==> config.mk <==
export PLATFORM = sky130hd
export DESIGN_NAME = eri_irq_enable
export DESIGN_NICKNAME = d
export VERILOG_FILES = /design/src/eri_pkg.sv /design/src/eri_irq_enable.sv
export VERILOG_INCLUDE_DIRS = /design/src
export SDC_FILE = /design/constraint.sdc
export NUM_CORES = 1
export LEC_CHECK = 0
export BUFFER_PORTS_ARGS = -buffer_cell sky130_fd_sc_hd__buf_4
export CORE_MARGIN = 8
export CORE_UTILIZATION = 45
export DETAILED_ROUTE_END_ITERATION = 10
export GPL_ROUTABILITY_DRIVEN = 0
export PLACE_DENSITY = 0.67
export SETUP_SLACK_MARGIN = 0.3
export SYNTH_ARGS = -nofsm -noshare
export SYNTH_HDL_FRONTEND = slang
export SYNTH_SLANG_ARGS = --single-unit
==> constraint.sdc <==
create_clock -name clk -period 1.9 [get_ports clk]
set_input_delay 0.38 -clock clk [delete_from_list [all_inputs] [get_ports clk]]
set_output_delay 0.38 -clock clk [all_outputs]
set_load 0.02 [all_outputs]
==> src/eri_params.svh <==
`ifndef ERI_PARAMS_SVH
`define ERI_PARAMS_SVH

// Register byte addresses.
`define ERI_ERR_EN_OFFS 12'h370
`define ERI_RISE_EN_OFFS 12'h374
`define ERI_ERR_STAT_OFFS 12'h380
`define ERI_RISE_STAT_OFFS 12'h384
`define ERI_MAIN_STAT_OFFS 12'h388
`define ERI_MAIN_MASK_OFFS 12'h38c

// Error enable / status field positions.
`define ERI_IN_FRAME_BIT 27
`define ERI_IN_TIMING_BIT 26
`define ERI_IN_DATA_BIT 25
`define ERI_IN_XFER_BIT 24
`define ERI_OUT_FRAME_BIT 19
`define ERI_OUT_TIMING_BIT 18
`define ERI_OUT_DATA_BIT 17
`define ERI_OUT_XFER_BIT 16
`define ERI_CONV_TWO_BIT 1
`define ERI_CONV_ONE_BIT 0
`define ERI_ERR_VALID_MASK 32'h0f0f0003
`define ERI_RISE_VALID_MASK 32'h000000ff

// Main status field positions.
`define ERI_MAIN_ERR_BIT 0
`define ERI_MAIN_RISE_BIT 1

// Reset values.
`define ERI_ERR_EN_RST 32'h00000000
`define ERI_RISE_EN_RST 32'h00000000
`define ERI_MAIN_MASK_RST 2'h3

// AXI responses.
`define ERI_RESP_OKAY 2'h0
`define ERI_RESP_SLVERR 2'h2

`endif

==> src/eri_pkg.sv <==
package eri_pkg;
    typedef logic [31:0] eri_word_t;
    typedef logic [1:0] eri_resp_t;
    typedef enum logic [1:0] {ERI_W_IDLE, ERI_W_RESP} eri_wstate_t;
    typedef enum logic [1:0] {ERI_R_IDLE, ERI_R_RESP} eri_rstate_t;
endpackage

==> src/eri_irq_enable.sv <==
`timescale 1ns/1ps
`include "eri_params.svh"
// Overview of operation
// - Error enable bit 27 gates input-sequencer frame fault interrupts.
// - Error enable bit 26 gates input-sequencer timing fault interrupts.
// - Error enable bit 25 gates input-sequencer data fault interrupts.
// - Error enable bit 24 gates input-sequencer transfer fault interrupts.
// - Error enable bit 19 gates output-sequencer frame fault interrupts.
// - Error enable bit 18 gates output-sequencer timing fault interrupts.
// - Error enable bit 17 gates output-sequencer data fault interrupts.
// - Error enable bit 16 gates output-sequencer transfer fault interrupts.
// - Error enable bit 1 gates second converter fault interrupts.
// - Error enable bit 0 gates first converter fault interrupts.
// - In the low half only bits 1 and 0 exist; others reserved.
// - Rise enable bit n-1 enables rising-edge interrupts of line n.
// - Rise enable bits 31 to 8 are reserved.
// - A status bit latches only if its enable was set before the event.
// - Clearing an enable keeps already pending status bits set.
// - Main error summary reads 1 while any error status bit is set.
// - Interrupt request is high while any main status bit is set whose main mask bit is also set.
module eri_irq_enable #(
    parameter int LINES = 8
) (
    input wire logic clk,
    input wire logic rst_b,
    input wire logic [31:0] err_event,
    input wire logic [LINES-1:0] line_in,
    input wire logic [11:0] s_axi_awaddr,
    input wire logic s_axi_awvalid,
    output logic s_axi_awready,
    input wire logic [31:0] s_axi_wdata,
    input wire logic [3:0] s_axi_wstrb,
    input wire logic s_axi_wvalid,
    output logic s_axi_wready,
    output eri_pkg::eri_resp_t s_axi_bresp,
    output logic s_axi_bvalid,
    input wire logic s_axi_bready,
    input wire logic [11:0] s_axi_araddr,
    input wire logic s_axi_arvalid,
    output logic s_axi_arready,
    output eri_pkg::eri_word_t s_axi_rdata,
    output eri_pkg::eri_resp_t s_axi_rresp,
    output logic s_axi_rvalid,
    input wire logic s_axi_rready,
    output logic irq
);
    import eri_pkg::*;

    if (LINES != 8) begin : g_lines_check
        $error("eri_irq_enable serves exactly eight lines");
    end

    // =====================================================================
    // Line input synchronisers and rising-edge detection
    // =====================================================================
    logic [LINES-1:0] line_s1_ff, line_s2_ff, line_s3_ff;
    logic [LINES-1:0] nxt_line_s1, nxt_line_s2, nxt_line_s3;
    logic [31:0] err_s1_ff, err_s2_ff;
    logic [31:0] nxt_err_s1, nxt_err_s2;
    logic [LINES-1:0] line_rise;

    // Error sources come from other logic blocks but may run off separate strobes,
    // so they are synchronised too; they are treated as one-cycle-or-longer levels.
    always_comb begin
        nxt_line_s1 = line_in;
        nxt_line_s2 = line_s1_ff;
        nxt_line_s3 = line_s2_ff;
        nxt_err_s1 = err_event;
        nxt_err_s2 = err_s1_ff;
        line_rise = line_s2_ff & ~line_s3_ff;
    end

    always_ff @(posedge clk) begin
        if (!rst_b) begin
            line_s1_ff <= '0;
            line_s2_ff <= '0;
            line_s3_ff <= '0;
            err_s1_ff <= '0;
            err_s2_ff <= '0;
        end else begin
            line_s1_ff <= nxt_line_s1;
            line_s2_ff <= nxt_line_s2;
            line_s3_ff <= nxt_line_s3;
            err_s1_ff <= nxt_err_s1;
            err_s2_ff <= nxt_err_s2;
        end
    end

    // =====================================================================
    // AXI4-Lite slave
    // =====================================================================
    eri_wstate_t wst_ff, nxt_wst;
    eri_rstate_t rst_st_ff, nxt_rst_st;
    logic aw_got_ff, nxt_aw_got;
    logic w_got_ff, nxt_w_got;
    logic [11:0] awaddr_ff, nxt_awaddr;
    logic [31:0] wdata_ff, nxt_wdata;
    logic [3:0] wstrb_ff, nxt_wstrb;
    eri_resp_t bresp_ff, nxt_bresp;
    eri_resp_t rresp_ff, nxt_rresp;
    eri_word_t rdata_ff, nxt_rdata;
    logic [31:0] wmask;
    logic wr_fire;

    logic [31:0] err_en_ff, nxt_err_en;
    logic [31:0] rise_en_ff, nxt_rise_en;
    logic [31:0] err_stat_ff, nxt_err_stat;
    logic [31:0] rise_stat_ff, nxt_rise_stat;
    logic [1:0] main_mask_ff, nxt_main_mask;
    logic [1:0] main_stat;
    logic irq_ff, nxt_irq;

    always_comb begin
        nxt_wst = wst_ff;
        nxt_aw_got = aw_got_ff;
        nxt_w_got = w_got_ff;
        nxt_awaddr = awaddr_ff;
        nxt_wdata = wdata_ff;
        nxt_wstrb = wstrb_ff;
        nxt_bresp = bresp_ff;
        wr_fire = 1'b0;
        unique case (wst_ff)
            ERI_W_IDLE: begin
                // Capture only on a real handshake: the ready flops are still low at the first edge after reset.
                if (s_axi_awvalid && s_axi_awready) begin
                    nxt_aw_got = 1'b1;
                    nxt_awaddr = s_axi_awaddr;
                end
                if (s_axi_wvalid && s_axi_wready) begin
                    nxt_w_got = 1'b1;
                    nxt_wdata = s_axi_wdata;
                    nxt_wstrb = s_axi_wstrb;
                end
                if (aw_got_ff && w_got_ff) begin
                    wr_fire = 1'b1;
                    nxt_aw_got = 1'b0;
                    nxt_w_got = 1'b0;
                    nxt_wst = ERI_W_RESP;
                    unique case (awaddr_ff)
                        `ERI_ERR_EN_OFFS, `ERI_RISE_EN_OFFS, `ERI_ERR_STAT_OFFS,
                        `ERI_RISE_STAT_OFFS, `ERI_MAIN_STAT_OFFS, `ERI_MAIN_MASK_OFFS: begin
                            nxt_bresp = `ERI_RESP_OKAY;
                        end
                        default: begin
                            nxt_bresp = `ERI_RESP_SLVERR;
                        end
                    endcase
                end
            end
            ERI_W_RESP: begin
                if (s_axi_bready) begin
                    nxt_wst = ERI_W_IDLE;
                end
            end
            default: begin
                nxt_wst = ERI_W_IDLE;
            end
        endcase
        for (int i = 0; i < 4; i++) begin
            wmask[i*8 +: 8] = {8{wstrb_ff[i]}};
        end
    end

    always_comb begin
        nxt_rst_st = rst_st_ff;
        nxt_rdata = rdata_ff;
        nxt_rresp = rresp_ff;
        unique case (rst_st_ff)
            ERI_R_IDLE: begin
                if (s_axi_arvalid && s_axi_arready) begin
                    nxt_rst_st = ERI_R_RESP;
                    nxt_rresp = `ERI_RESP_OKAY;
                    unique case (s_axi_araddr)
                        `ERI_ERR_EN_OFFS: nxt_rdata = err_en_ff;
                        `ERI_RISE_EN_OFFS: nxt_rdata = rise_en_ff;
                        `ERI_ERR_STAT_OFFS: nxt_rdata = err_stat_ff;
                        `ERI_RISE_STAT_OFFS: nxt_rdata = rise_stat_ff;
                        `ERI_MAIN_STAT_OFFS: nxt_rdata = {30'h0, main_stat};
                        `ERI_MAIN_MASK_OFFS: nxt_rdata = {30'h0, main_mask_ff};
                        default: begin
                            nxt_rdata = 32'h0;
                            nxt_rresp = `ERI_RESP_SLVERR;
                        end
                    endcase
                end
            end
            ERI_R_RESP: begin
                if (s_axi_rready) begin
                    nxt_rst_st = ERI_R_IDLE;
                end
            end
            default: begin
                nxt_rst_st = ERI_R_IDLE;
            end
        endcase
    end

    // =====================================================================
    // Enables, pending status and interrupt
    // =====================================================================
    always_comb begin
        nxt_err_en = err_en_ff;
        nxt_rise_en = rise_en_ff;
        nxt_main_mask = main_mask_ff;
        nxt_err_stat = err_stat_ff;
        nxt_rise_stat = rise_stat_ff;
        if (wr_fire) begin
            unique case (awaddr_ff)
                `ERI_ERR_EN_OFFS: begin
                    // Reserved positions stay zero whatever is written.
                    nxt_err_en = ((err_en_ff & ~wmask) | (wdata_ff & wmask)) & `ERI_ERR_VALID_MASK;
                end
                `ERI_RISE_EN_OFFS: begin
                    nxt_rise_en = ((rise_en_ff & ~wmask) | (wdata_ff & wmask)) & `ERI_RISE_VALID_MASK;
                end
                `ERI_ERR_STAT_OFFS: begin
                    nxt_err_stat = err_stat_ff & ~(wdata_ff & wmask);
                end
                `ERI_RISE_STAT_OFFS: begin
                    nxt_rise_stat = rise_stat_ff & ~(wdata_ff & wmask);
                end
                `ERI_MAIN_MASK_OFFS: begin
                    if (wstrb_ff[0]) begin
                        nxt_main_mask = wdata_ff[1:0];
                    end
                end
                default: begin
                end
            endcase
        end
        // The enable registered before this cycle gates the event, so an enable
        // written in the same cycle as an event does not catch it. Set wins over
        // clear, and an enable drop never clears a pending bit.
        nxt_err_stat = nxt_err_stat | (err_s2_ff & err_en_ff);
        nxt_rise_stat = nxt_rise_stat | ({24'h0, line_rise} & rise_en_ff);
        nxt_irq = |(main_stat & main_mask_ff);
    end

    assign main_stat[`ERI_MAIN_ERR_BIT] = |err_stat_ff;
    assign main_stat[`ERI_MAIN_RISE_BIT] = |rise_stat_ff;

    always_ff @(posedge clk) begin
        if (!rst_b) begin
            wst_ff <= ERI_W_IDLE;
            rst_st_ff <= ERI_R_IDLE;
            aw_got_ff <= 1'b0;
            w_got_ff <= 1'b0;
            awaddr_ff <= 12'h0;
            wdata_ff <= 32'h0;
            wstrb_ff <= 4'h0;
            bresp_ff <= `ERI_RESP_OKAY;
            rresp_ff <= `ERI_RESP_OKAY;
            rdata_ff <= 32'h0;
            err_en_ff <= `ERI_ERR_EN_RST;
            rise_en_ff <= `ERI_RISE_EN_RST;
            err_stat_ff <= 32'h0;
            rise_stat_ff <= 32'h0;
            main_mask_ff <= `ERI_MAIN_MASK_RST;
            irq_ff <= 1'b0;
        end else begin
            wst_ff <= nxt_wst;
            rst_st_ff <= nxt_rst_st;
            aw_got_ff <= nxt_aw_got;
            w_got_ff <= nxt_w_got;
            awaddr_ff <= nxt_awaddr;
            wdata_ff <= nxt_wdata;
            wstrb_ff <= nxt_wstrb;
            bresp_ff <= nxt_bresp;
            rresp_ff <= nxt_rresp;
            rdata_ff <= nxt_rdata;
            err_en_ff <= nxt_err_en;
            rise_en_ff <= nxt_rise_en;
            err_stat_ff <= nxt_err_stat;
            rise_stat_ff <= nxt_rise_stat;
            main_mask_ff <= nxt_main_mask;
            irq_ff <= nxt_irq;
        end
    end

    // Ready and valid flags are registered from the next state so every handshake output stays flop-driven.
    always_ff @(posedge clk) begin
        if (!rst_b) begin
            s_axi_awready <= 1'b0;
            s_axi_wready <= 1'b0;
            s_axi_arready <= 1'b0;
            s_axi_bvalid <= 1'b0;
            s_axi_rvalid <= 1'b0;
        end else begin
            s_axi_awready <= (nxt_wst == ERI_W_IDLE) && !nxt_aw_got;
            s_axi_wready <= (nxt_wst == ERI_W_IDLE) && !nxt_w_got;
            s_axi_arready <= (nxt_rst_st == ERI_R_IDLE);
            s_axi_bvalid <= (nxt_wst == ERI_W_RESP);
            s_axi_rvalid <= (nxt_rst_st == ERI_R_RESP);
        end
    end

    always_comb begin
        s_axi_bresp = bresp_ff;
        s_axi_rdata = rdata_ff;
        s_axi_rresp = rresp_ff;
        irq = irq_ff;
    end
endmodule

==> out/metrics.cfg <==
[clocking]
insertion_delay_ns = 0.50
root_buffer = clkbuf_16
clk_pin_slew_worst_paths_ns = 0.06
cts_buffers = 23
clock_sinks = 222
cts_hold_buf = 0
cts_buffer_depth = 3
cts_max_level = 1
cts_tree = yes

[synthesis]
synth_flop_cell = dfxtp_1
synthArstFlopShare = 0
synth_area_um2 = 8140
ys_seq_area_frac = 0.546
synth_edf_count = 0
synth_cells = 904
syn_area_per_cell_um2 = 9.00
ys_ff_latch = 222
yosys_warnings = 0
ys_types = 42

[cells_and_area]
diodes = 0
final_cell_mix = dfxtp_1 (219), nand2_1 (194), buf_4 (158)
final_core_util = 0.579
drive_above_1_share = 0.240
final_common_cell = dfxtp_1
multiInputGateArea_um2 = 3480
fin_nets = 1140
fin_area_um2 = 10300
syn2layout_area_growth_pct = 27.0
register_area_um2 = 4450
fill_cells = 1600
stdcell_count = 1277

[sta]
timing.hold.ws_ns = 0.0819
drv_slew = 0
finalSetupViolations = 0
rsz0062_at_grt = yes
min_period_ns = 1.73
tns_ns = 0
skew_ns = 0.00772
fin_crit_sh = 0.909
finalWorstSetupSlack_ns = 0.172
max_freq_mhz = 579
hold_viol = 0

[placed_design]
place_worst_setup_slack_ns = 0.0806
place_hpwl_um = 14900
dp.cells = 1229
port_buffers = 124
place_area_um2 = 9360

[floorplanning]
start_util = 0.456
io-pin-count = 149
die_h_um = 150
num_rows = 49
core_um2 = 17800
die_area_um2 = 22600
fp.dieW_um = 150

[pwr]
power_density_nw_per_um2 = 954
power.leakage_nw = 4.04
max-vdd-ir-drop_uv = 732
p_total_mw = 9.86

[global_routing]
grt-ovfl-total = 0
first_global_vias = 6471
antenna_found_initial = 0
grt_first_pass_wirelength_um = 34000
globalRouteTotalUtil = 0.186
grt_max_degree = 51

[critical_path]
cp_max_fo = 16
slowest_stage = dfxtp_2
rr_worst_depth = 6
r2r_start = wst_ff[1]
crit_path_end_kind = flip-flop
crit_family = simple AND/OR/NAND/NOR gates
r2r_slack_ns = 0.17
critPathMaxStageDelay_ns = 0.33
path_buf_inv = 2
arrival_ns = 2.11
criticalPathCategory = flip-flop to flip-flop
cp_data_required_time_ns = 2.28
worstPathCellList = and4bb_1 -> and4b_2 -> buf_4 -> and3_2 -> clkbuf_16 -> a31oi_1
start_kind = flip-flop
reg2reg_to = rise_stat_ff[28]

[hold_path]
min_to = line_s1_ff[4]
hold_path_startpoint = line_in[4]
min_path_cells = 2
hold_path.class = input pin to flip-flop

[route]
drc = 0
finalWirelength_um = 21900
drtIter0Drc = 482
via_count = 6816
vias_per_cell = 5.34
drtAntennaViolNets = 0
routedWlPerCell_um = 17.2
drtPass1Iterations = 5

[outcome]
status = finished, final reports clean

[run]
drv_cap = 0

## logic make-up (layout without fill, tap and decap cells)
group | Yosys count | count (layout) | synth area share
and+or+nand+nor | 363 | 363 | 0.214
buffers and inverters | 71 | 212 | 0.0415
AOI/OAI and AO/OA | 229 | 229 | 0.176
muxes | 18 | 18 | 0.0221
other | 1 | 4 | 0.000461
DFF | 222 | 222 | 0.546
## power breakdown
part           internal (mW)  switching (mW)  leakage [nW]
Sequential              4.74          0.0590          1.80
Clock                   2.78            1.80         0.371
Combinational          0.221           0.251          1.87
## synthesized netlist by cell type (3+ instances only)
master | instances | area (um^2)
a22oi_1 | 28 | 210
nor3_1 | 4 | 20.0
a311oi_2 | 10 | 150
buf_2 | 9 | 45.0
and3_1 | 5 | 31.3
buf_6 | 5 | 56.3
o2bb2ai_1 | 14 | 123
and2_1 | 47 | 294
nand3_1 | 22 | 110
a221oi_1 | 4 | 35.0
inv_1 | 4 | 15.0
buf_1 | 3 | 11.3
a31oi_1 | 25 | 156
mux2i_1 | 18 | 180
nand4_1 | 6 | 37.5
and2_4 | 3 | 26.3
o21ai_0 | 48 | 240
and3b_1 | 8 | 70.1
nand4b_1 | 4 | 35.0
nor2_1 | 40 | 150
clkbuf_1 | 42 | 158
a21oi_1 | 95 | 475
nand2_1 | 194 | 728
buf_4 | 6 | 45.0
dfxtp_1 | 222 | 4440
nor4_1 | 17 | 106
## state kept, by name, indices dropped and copies added, names as in the netlist, 4 cells and up, named ones only
register	cells
err_stat_ff	32
rise_stat_ff	32
s_axi_rdata	32
wdata_ff	32
awaddr_ff	12
err_s1_ff	10
err_s2_ff	10
line_s1_ff	8
line_s2_ff	8
line_s3_ff	8
wstrb_ff	4
## how the worst max path moves through the flow
stage | start | to | slack [ns] | cells after the start
finish | wst_ff[1] | rise_stat_ff[28] | 0.17 | 6
global route | awaddr_ff[11] | flip-flop | 0.09 | 7
CTS | awaddr_ff[4] | err_stat_ff[27] | 0.19 | 5
detailed placement | s_axi_araddr[5] | s_axi_rdata[26] | 0.08 | 8
global placement | s_axi_araddr[5] | s_axi_rdata[27] | 0.11 | 8
floorplan | awaddr_ff[6] | err_stat_ff[16] | 0.28 | 6
## layer usage
metal / global-route usage / wire, um / vias up
met5: 0 / 0 / -
met4: 0.0535 / 479 / 0
met3: 0.0427 / 1490 / 37
met2: 0.301 / 10100 / 192
met1: 0.243 / 9850 / 3196
li1: - / - / 3391
## layout make-up
cell class	instances	share of cell area
clock inverter	9	0.0123
multi-input combinational	614	0.337
tap	229	0.0277
inverter	6	0.00218
sequential	222	0.430
timing repair buffer	166	0.128
clock buffer	31	0.0624
## timing repair
item | 4_1_cts | 5_1_grt
endpoints found under the setup margin | 79 | 82
gates resized for setup | 15 | 28
cloned | 0 | 2
buffers inserted | 4 | 2
pin swaps | 12 | 14
No activity file was read; power rests on OpenSTA's default activity.
